## src/rtl/asp_pkg.sv

```systemverilog
// package for the async sram word port controller: pin bundle, timing counts, states
package asp_pkg;
    localparam int ADDR_W = 16;
    localparam int DATA_W = 16;
    localparam int CLK_PERIOD_PS = 4000;
    // slowest speed grade figures, in ps
    localparam int ADDRESS_ACCESS_TIME_PS = 15000;
    localparam int SELECT_ACCESS_TIME_PS = 15000;
    localparam int OUTPUT_ENABLE_ACCESS_TIME_PS = 7000;
    localparam int BYTE_ENABLE_ACCESS_TIME_PS = 7000;
    localparam int BYTE_ENABLE_WRITE_WIDTH_PS = 9000;
    localparam int ADDRESS_TO_WRITE_END_PS = 10000;
    localparam int SELECT_TO_WRITE_END_PS = 10000;
    localparam int DATA_SETUP_PS = 8000;
    localparam int DESELECT_TO_STANDBY_PS = 15000;
    localparam int OUTPUT_DISABLE_PS = 7000;
    // least times round up; reads add two cycles, one for each pin input flop
    localparam int RD_CYCLES = (ADDRESS_ACCESS_TIME_PS + CLK_PERIOD_PS - 1) / CLK_PERIOD_PS + 2;
    localparam int WR_A = (ADDRESS_TO_WRITE_END_PS + CLK_PERIOD_PS - 1) / CLK_PERIOD_PS;
    localparam int WR_B = (BYTE_ENABLE_WRITE_WIDTH_PS + CLK_PERIOD_PS - 1) / CLK_PERIOD_PS;
    localparam int WR_C = (SELECT_TO_WRITE_END_PS + CLK_PERIOD_PS - 1) / CLK_PERIOD_PS;
    localparam int WR_AB = (WR_A > WR_B) ? WR_A : WR_B;
    localparam int WR_CYCLES = (WR_AB > WR_C) ? WR_AB : WR_C;
    localparam int TURN_CYCLES = (OUTPUT_DISABLE_PS + CLK_PERIOD_PS - 1) / CLK_PERIOD_PS;
    localparam int CNT_W = 4;
    localparam logic [CNT_W-1:0] RD_CNT = CNT_W'(RD_CYCLES - 1);
    localparam logic [CNT_W-1:0] WR_CNT = CNT_W'(WR_CYCLES - 1);
    localparam logic [CNT_W-1:0] TURN_CNT = CNT_W'(TURN_CYCLES - 1);
    localparam logic [CNT_W-1:0] CNT_ZERO = 4'h0;
    localparam logic [1:0] BE_NONE = 2'h3;

    typedef struct packed {
        logic chip_select_n;
        logic output_enable_n;
        logic write_strobe_n;
        logic lower_byte_enable_n;
        logic upper_byte_enable_n;
        logic [ADDR_W-1:0] addr;
    } asp_ctl_s;

    typedef struct packed {
        logic write;
        logic [1:0] byte_en;
        logic [ADDR_W-1:0] addr;
        logic [DATA_W-1:0] wdata;
    } asp_req_s;

    typedef enum logic [3:0] {
        ST_IDLE = 4'b0001,
        ST_READ = 4'b0010,
        ST_WRITE = 4'b0100,
        ST_TURN = 4'b1000
    } asp_state_e;
endpackage

```

## src/rtl/asp_ctrl.sv

```systemverilog
// controller that drives an asynchronous 64k x 16 static memory over its pins
`timescale 1ns/1ps
module asp_ctrl
    import asp_pkg::*;
(
    // clock and reset
    input wire logic sys_clk_in,
    input wire logic resetn_in,
    // user request
    input wire logic req_valid_in,
    input asp_pkg::asp_req_s req_in,
    output logic req_ready_out,
    // user read answer
    output logic rsp_valid_out,
    output logic [asp_pkg::DATA_W-1:0] rsp_data_out,
    // memory pins
    output asp_pkg::asp_ctl_s mem_ctl_out,
    input wire logic [asp_pkg::DATA_W-1:0] mem_data_in,
    output logic [asp_pkg::DATA_W-1:0] mem_data_out,
    output logic [1:0] mem_data_oe_n_out
);
    import asp_pkg::*;

    asp_state_e state_r, state_nxt;
    logic [CNT_W-1:0] cnt_r, cnt_nxt;
    asp_ctl_s ctl_r, ctl_nxt;
    logic [DATA_W-1:0] wdata_r, wdata_nxt;
    logic [1:0] oe_n_r, oe_n_nxt;
    logic [1:0] be_r, be_nxt;
    logic rsp_valid_r, rsp_valid_nxt;
    logic [DATA_W-1:0] rsp_data_r, rsp_data_nxt;
    logic [DATA_W-1:0] sync1_r, sync2_r;
    logic [DATA_W-1:0] sync1_nxt, sync2_nxt;
    logic capture;
    logic [7:0] lane_pick [0:1];

    // the first flop may settle late, so logic reads only the second
    always_comb
    begin
        sync1_nxt = mem_data_in;
        sync2_nxt = sync1_r;
    end

    always_ff @(posedge sys_clk_in)
    begin
        sync1_r <= sync1_nxt;
        sync2_r <= sync2_nxt;
    end

    always_comb
    begin
        state_nxt = state_r;
        cnt_nxt = cnt_r;
        ctl_nxt = ctl_r;
        wdata_nxt = wdata_r;
        oe_n_nxt = oe_n_r;
        be_nxt = be_r;
        case (state_r)
            ST_IDLE:
            begin
                // a request with no byte enabled is consumed but never touches the pins
                if (req_valid_in && req_in.byte_en != 2'h0)
                begin
                    ctl_nxt.addr = req_in.addr;
                    ctl_nxt.chip_select_n = 1'b0;
                    ctl_nxt.lower_byte_enable_n = ~req_in.byte_en[0];
                    ctl_nxt.upper_byte_enable_n = ~req_in.byte_en[1];
                    be_nxt = req_in.byte_en;
                    if (req_in.write)
                    begin
                        // strobe, select and byte enables fall together, data lanes driven on the same edge
                        ctl_nxt.write_strobe_n = 1'b0;
                        ctl_nxt.output_enable_n = 1'b1;
                        wdata_nxt = req_in.wdata;
                        oe_n_nxt = ~req_in.byte_en;
                        cnt_nxt = WR_CNT;
                        state_nxt = ST_WRITE;
                    end
                    else
                    begin
                        ctl_nxt.write_strobe_n = 1'b1;
                        ctl_nxt.output_enable_n = 1'b0;
                        oe_n_nxt = BE_NONE;
                        cnt_nxt = RD_CNT;
                        state_nxt = ST_READ;
                    end
                end
            end
            ST_READ:
            begin
                if (cnt_r == CNT_ZERO)
                begin
                    ctl_nxt.chip_select_n = 1'b1;
                    ctl_nxt.output_enable_n = 1'b1;
                    ctl_nxt.lower_byte_enable_n = 1'b1;
                    ctl_nxt.upper_byte_enable_n = 1'b1;
                    // wait for memory to release the bus before we may drive it
                    cnt_nxt = TURN_CNT;
                    state_nxt = ST_TURN;
                end
                else
                begin
                    cnt_nxt = cnt_r - 4'h1;
                end
            end
            ST_WRITE:
            begin
                if (cnt_r == CNT_ZERO)
                begin
                    // all terminating edges together; data and address stay one more cycle
                    ctl_nxt.chip_select_n = 1'b1;
                    ctl_nxt.write_strobe_n = 1'b1;
                    ctl_nxt.lower_byte_enable_n = 1'b1;
                    ctl_nxt.upper_byte_enable_n = 1'b1;
                    cnt_nxt = CNT_ZERO;
                    state_nxt = ST_TURN;
                end
                else
                begin
                    cnt_nxt = cnt_r - 4'h1;
                end
            end
            ST_TURN:
            begin
                oe_n_nxt = BE_NONE;
                if (cnt_r == CNT_ZERO)
                begin
                    state_nxt = ST_IDLE;
                end
                else
                begin
                    cnt_nxt = cnt_r - 4'h1;
                end
            end
            default:
            begin
                state_nxt = ST_IDLE;
            end
        endcase
    end

    always_ff @(posedge sys_clk_in)
    begin
        if (!resetn_in)
        begin
            state_r <= ST_IDLE;
            cnt_r <= CNT_ZERO;
            ctl_r <= '{chip_select_n: 1'b1, output_enable_n: 1'b1, write_strobe_n: 1'b1,
                       lower_byte_enable_n: 1'b1, upper_byte_enable_n: 1'b1, addr: 16'h0000};
            wdata_r <= 16'h0000;
            oe_n_r <= BE_NONE;
            be_r <= 2'h0;
        end
        else
        begin
            state_r <= state_nxt;
            cnt_r <= cnt_nxt;
            ctl_r <= ctl_nxt;
            wdata_r <= wdata_nxt;
            oe_n_r <= oe_n_nxt;
            be_r <= be_nxt;
        end
    end

    // read answer: taken a full access time plus two sync flops after the pins settled
    assign capture = (state_r == ST_READ) && (cnt_r == CNT_ZERO);

    // one capture mux per byte lane; a lane not enabled reads as zero
    genvar lane;
    generate
        for (lane = 0; lane < DATA_W / 8; lane = lane + 1)
        begin : g_lane
            // sampled before address or controls change
            assign lane_pick[lane] = be_r[lane] ? sync2_r[lane*8 +: 8] : 8'h00;
        end
    endgenerate

    always_comb
    begin
        rsp_valid_nxt = capture;
        rsp_data_nxt = rsp_data_r;
        if (capture)
        begin
            rsp_data_nxt = {lane_pick[1], lane_pick[0]};
        end
    end

    always_ff @(posedge sys_clk_in)
    begin
        if (!resetn_in)
        begin
            rsp_valid_r <= 1'b0;
            rsp_data_r <= 16'h0000;
        end
        else
        begin
            rsp_valid_r <= rsp_valid_nxt;
            rsp_data_r <= rsp_data_nxt;
        end
    end

    assign req_ready_out = (state_r == ST_IDLE);
    assign rsp_valid_out = rsp_valid_r;
    assign rsp_data_out = rsp_data_r;
    assign mem_ctl_out = ctl_r;
    assign mem_data_out = wdata_r;
    assign mem_data_oe_n_out = oe_n_r;
endmodule // asp_ctrl

```

## config.mk

```make
export PLATFORM = sky130hd
export DESIGN_NAME = asp_ctrl
export DESIGN_NICKNAME = d
export VERILOG_FILES = /design/src/rtl/asp_pkg.sv /design/src/rtl/asp_ctrl.sv
export SDC_FILE = /design/constraint.sdc
export NUM_CORES = 1
export LEC_CHECK = 0
export ABC_AREA = 1
export ABC_CLOCK_PERIOD_IN_PS = 4100
export BUFFER_PORTS_ARGS = -buffer_cell sky130_fd_sc_hd__buf_2
export CAP_MARGIN = 20
export CORE_AREA = 5 5 82 92
export CTS_CLUSTER_SIZE = 8
export DETAILED_ROUTE_END_ITERATION = 16
export DIE_AREA = 0 0 87 97
export PLACE_DENSITY = 0.81
export SETUP_SLACK_MARGIN = 0.4
export SYNTH_ARGS = -nofsm -noshare
export SYNTH_HDL_FRONTEND = slang
export SYNTH_SLANG_ARGS = --single-unit
export TNS_END_PERCENT = 1
```

## constraint.sdc

```tcl
create_clock -name sys_clk_in -period 4.1 [get_ports sys_clk_in]
set_input_delay 0.41 -clock sys_clk_in [delete_from_list [all_inputs] [get_ports sys_clk_in]]
set_output_delay 0.41 -clock sys_clk_in [all_outputs]
set_load 0.02 [all_outputs]
```

==> impl_metrics.py <==
metrics = {
    "clocking": {
        "cts.sinks": 98,
        "cts_resized": 0,
        "cts-htree-levels": 3,
        "ctsRootBufferMaster": "clkbuf_8",
        "clkTransAtPathRegs_ps": 90,
        "cts_tree": "yes",
        "cts_buffers": 9,
        "cts_setup_buffers": 0,
        "cts_hold_buf": 0,
        "worstSkewPairLatency_ps": 360,
        "cts.path.max_buffers": 2,
    },
    "timing": {
        "slew-limit-headroom_pct": 37.0,
        "rsz0062_at_grt": "false",
        "worst_pin_slew_ps": 945,
        "whs_ps": 145,
        "setup_viol": 0,
        "slew_violations": 0,
        "fin_tns_setup_ps": 0,
        "min_period_ps": 2130,
        "skew_ps": 8.45,
        "hold_viol": 0,
        "fmax_mhz": 469,
        "final.period_utilization_pct": 52.0,
    },
    "cells_and_area": {
        "syn_to_final_growth_pct": 22.5,
        "finalNetCount": 535,
        "final_core_util_pct": 63.0,
        "mostFrequentLayoutCells": "buf_2, dfxtp_1, nor2_1",
        "fin_area_sq_um": 4080,
        "drive_above_1_share_pct": 31.2,
        "n_antenna_cell": 0,
        "final_common_cell": "buf_2",
    },
    "die": {
        "ioPinCount": 111,
        "die_h_um": 97,
        "die_x_um": 87,
        "rows": 31,
        "core_sq_um": 6480,
        "dieArea_sq_um": 8440,
        "start_util_pct": 51.4,
    },
    "grt": {
        "grt.total_usage_pct": 18.3,
        "grt_max_degree": 60,
        "grt_first_pass_wirelength_um": 12400,
        "gr-total-overflow": 0,
        "grt_pass1_vias": 2694,
        "antenna_found_initial": 0,
    },
    "routing": {
        "drt_iter0_markers": 158,
        "via_per_inst": 4.99,
        "drt-total-wl_um": 7670,
        "routed-via-count": 2827,
        "ant_nets": 0,
        "drc": 0,
        "drt-wirelength-per-cell_um": 13.5,
        "drt_first_pass_iters": 5,
    },
    "setup_path": {
        "path_max_fanout": 23,
        "crit_family": "simple AND/OR/NAND/NOR gates",
        "cpMaxStageDelayCell": "nor2_2",
        "critical_path_class": "reg -> reg",
        "start_kind": "register",
        "cp.required_ps": 4310,
        "worstSetupEndpointType": "register",
        "crit_chain": "inv_2 > nor2_2 > nand2_4 > nor2_2 > inv_1 > nand3_1 > nand3_1",
        "path_buf_inv": 2,
        "slowest_delay_ps": 560,
        "arrival_ps": 2340,
    },
    "logic_synthesis": {
        "synthesis.area_sq_um": 3330,
        "syn-num-nets": 431,
        "syn_inst": 375,
        "yosysSeqAreaShare_pct": 58.9,
        "ys_warn_count": 0,
        "syn_area_per_cell_sq_um": 8.88,
        "synth_cell_types": 28,
        "synth_seq_cells": 98,
    },
    "placed_design": {
        "hpwl_um": 5360,
        "portBuffers": 110,
        "gp_congestion": 0.850,
        "placed_area_sq_um": 3880,
    },
    "power_and_ir_drop": {
        "ir_worst_vdd_mv": 0.354,
        "power_density_nw_per_um2": 486,
        "finalPower_w": 0.00198,
        "power_leakage_nw": 2.08,
    },
    "job": {
        "cap_violations": 0,
    },
    "run_status": {
        "outcome": "finished clean",
    },
    "worst_hold_path": {
        "min_path_type": "in -> reg",
    },
}
## worst reg2reg max path, cell delays in order (launching register included)
cell and delay [ps]:
dfxtp_1 360, inv_2 50, nor2_2 120, nand2_4 100
nor2_2 560, inv_1 510, nand3_1 200, nand3_1 80
## cell families after synthesis
| logic type | Yosys count | synth area share, % |
|---|---|---|
| adders and majority gates | 2 | 0.752 |
| xor gates and xnor gates | 1 | 0.263 |
| DFF | 98 | 58.9 |
| buffers and inverters | 39 | 5.60 |
| and+or+nand+nor | 187 | 27.0 |
| AOI/OAI and AO/OA | 48 | 7.41 |
## layer usage
| metal | part of all wire, % | vias to the layer above | global-route usage, % |
|---|---|---|---|
| met5 | 0 | - | 0 |
| met3 | 7.1 | 29 | 5.27 |
| met4 | 3.7 | 0 | 10.7 |
| li1 | - | 1426 | - |
| met2 | 50 | 111 | 29.9 |
| met1 | 39 | 1261 | 20.9 |
## final timing paths
| kind | startpoint | end | cells after the start | slack [ps] |
|---|---|---|---|---|
| max | state_r[0] | mem_ctl_out[18] | 7 | 1970 |
| min | mem_data_in[2] | sync1_r[2] | 1 | 150 |
| max reg2reg | state_r[0] | mem_ctl_out[18] | 7 | 1970 |
| min reg2reg | sync1_r[2] | sync2_r[2] | 0 | 330 |
## sequential cells by signal, indices dropped and copies added, names as in the netlist
name	count
mem_ctl_out	21
mem_data_out	16
rsp_data_out	16
sync1_r	16
sync2_r	16
cnt_r	4
state_r	4
be_r	2
mem_data_oe_n_out	2
rsp_valid_out	1
## where the power goes
part           switching, W  internal (W)
Clock              0.000336      0.000288
Combinational      0.000199      0.000100
Sequential        0.0000390       0.00102
Total              0.000574       0.00141
## cell usage after synthesis
master / instances / area share, %
nor2_8: 1 / 0.60
xnor2_1: 1 / 0.26
o21ai_2: 1 / 0.26
nor3_4: 1 / 0.49
o31ai_1: 1 / 0.23
buf_12: 1 / 0.60
buf_2: 7 / 1.1
nand2_4: 2 / 0.68
nand3_2: 9 / 2.7
buf_6: 1 / 0.34
nand3_1: 38 / 5.7
o21ai_0: 30 / 4.5
nand2_2: 1 / 0.19
dfxtp_1: 98 / 59
ha_1: 2 / 0.75
o21ai_1: 9 / 1.4
nor2_1: 80 / 9.0
nand4_1: 9 / 1.7
a21oi_1: 7 / 1.1
inv_2: 4 / 0.45
buf_4: 2 / 0.45
nor2_4: 2 / 0.68
nor2_2: 4 / 0.75
inv_1: 17 / 1.9
clkbuf_1: 4 / 0.45
buf_1: 2 / 0.23
nand2_1: 40 / 4.5
clkinv_1: 1 / 0.11
## metrics by stage
stage | std cells | setup WS, ps
finish | 566 | 1970
global route | 566 | 1660
CTS | 566 | 1970
detailed placement | 550 | 1920
global placement | 550 | 1950
floorplan | 375 | 2710
## layout make-up
class / count / area, sq um
inverter: 22 / 82.6
clock inverter: 7 / 76.3
timing repair buffer: 110 / 551
multi-input combinational: 238 / 1180
fill: 543 / 2400
sequential: 98 / 1960
tap: 82 / 103
clock buffer: 9 / 124
Note: power is estimated with default switching activity, not from simulation.
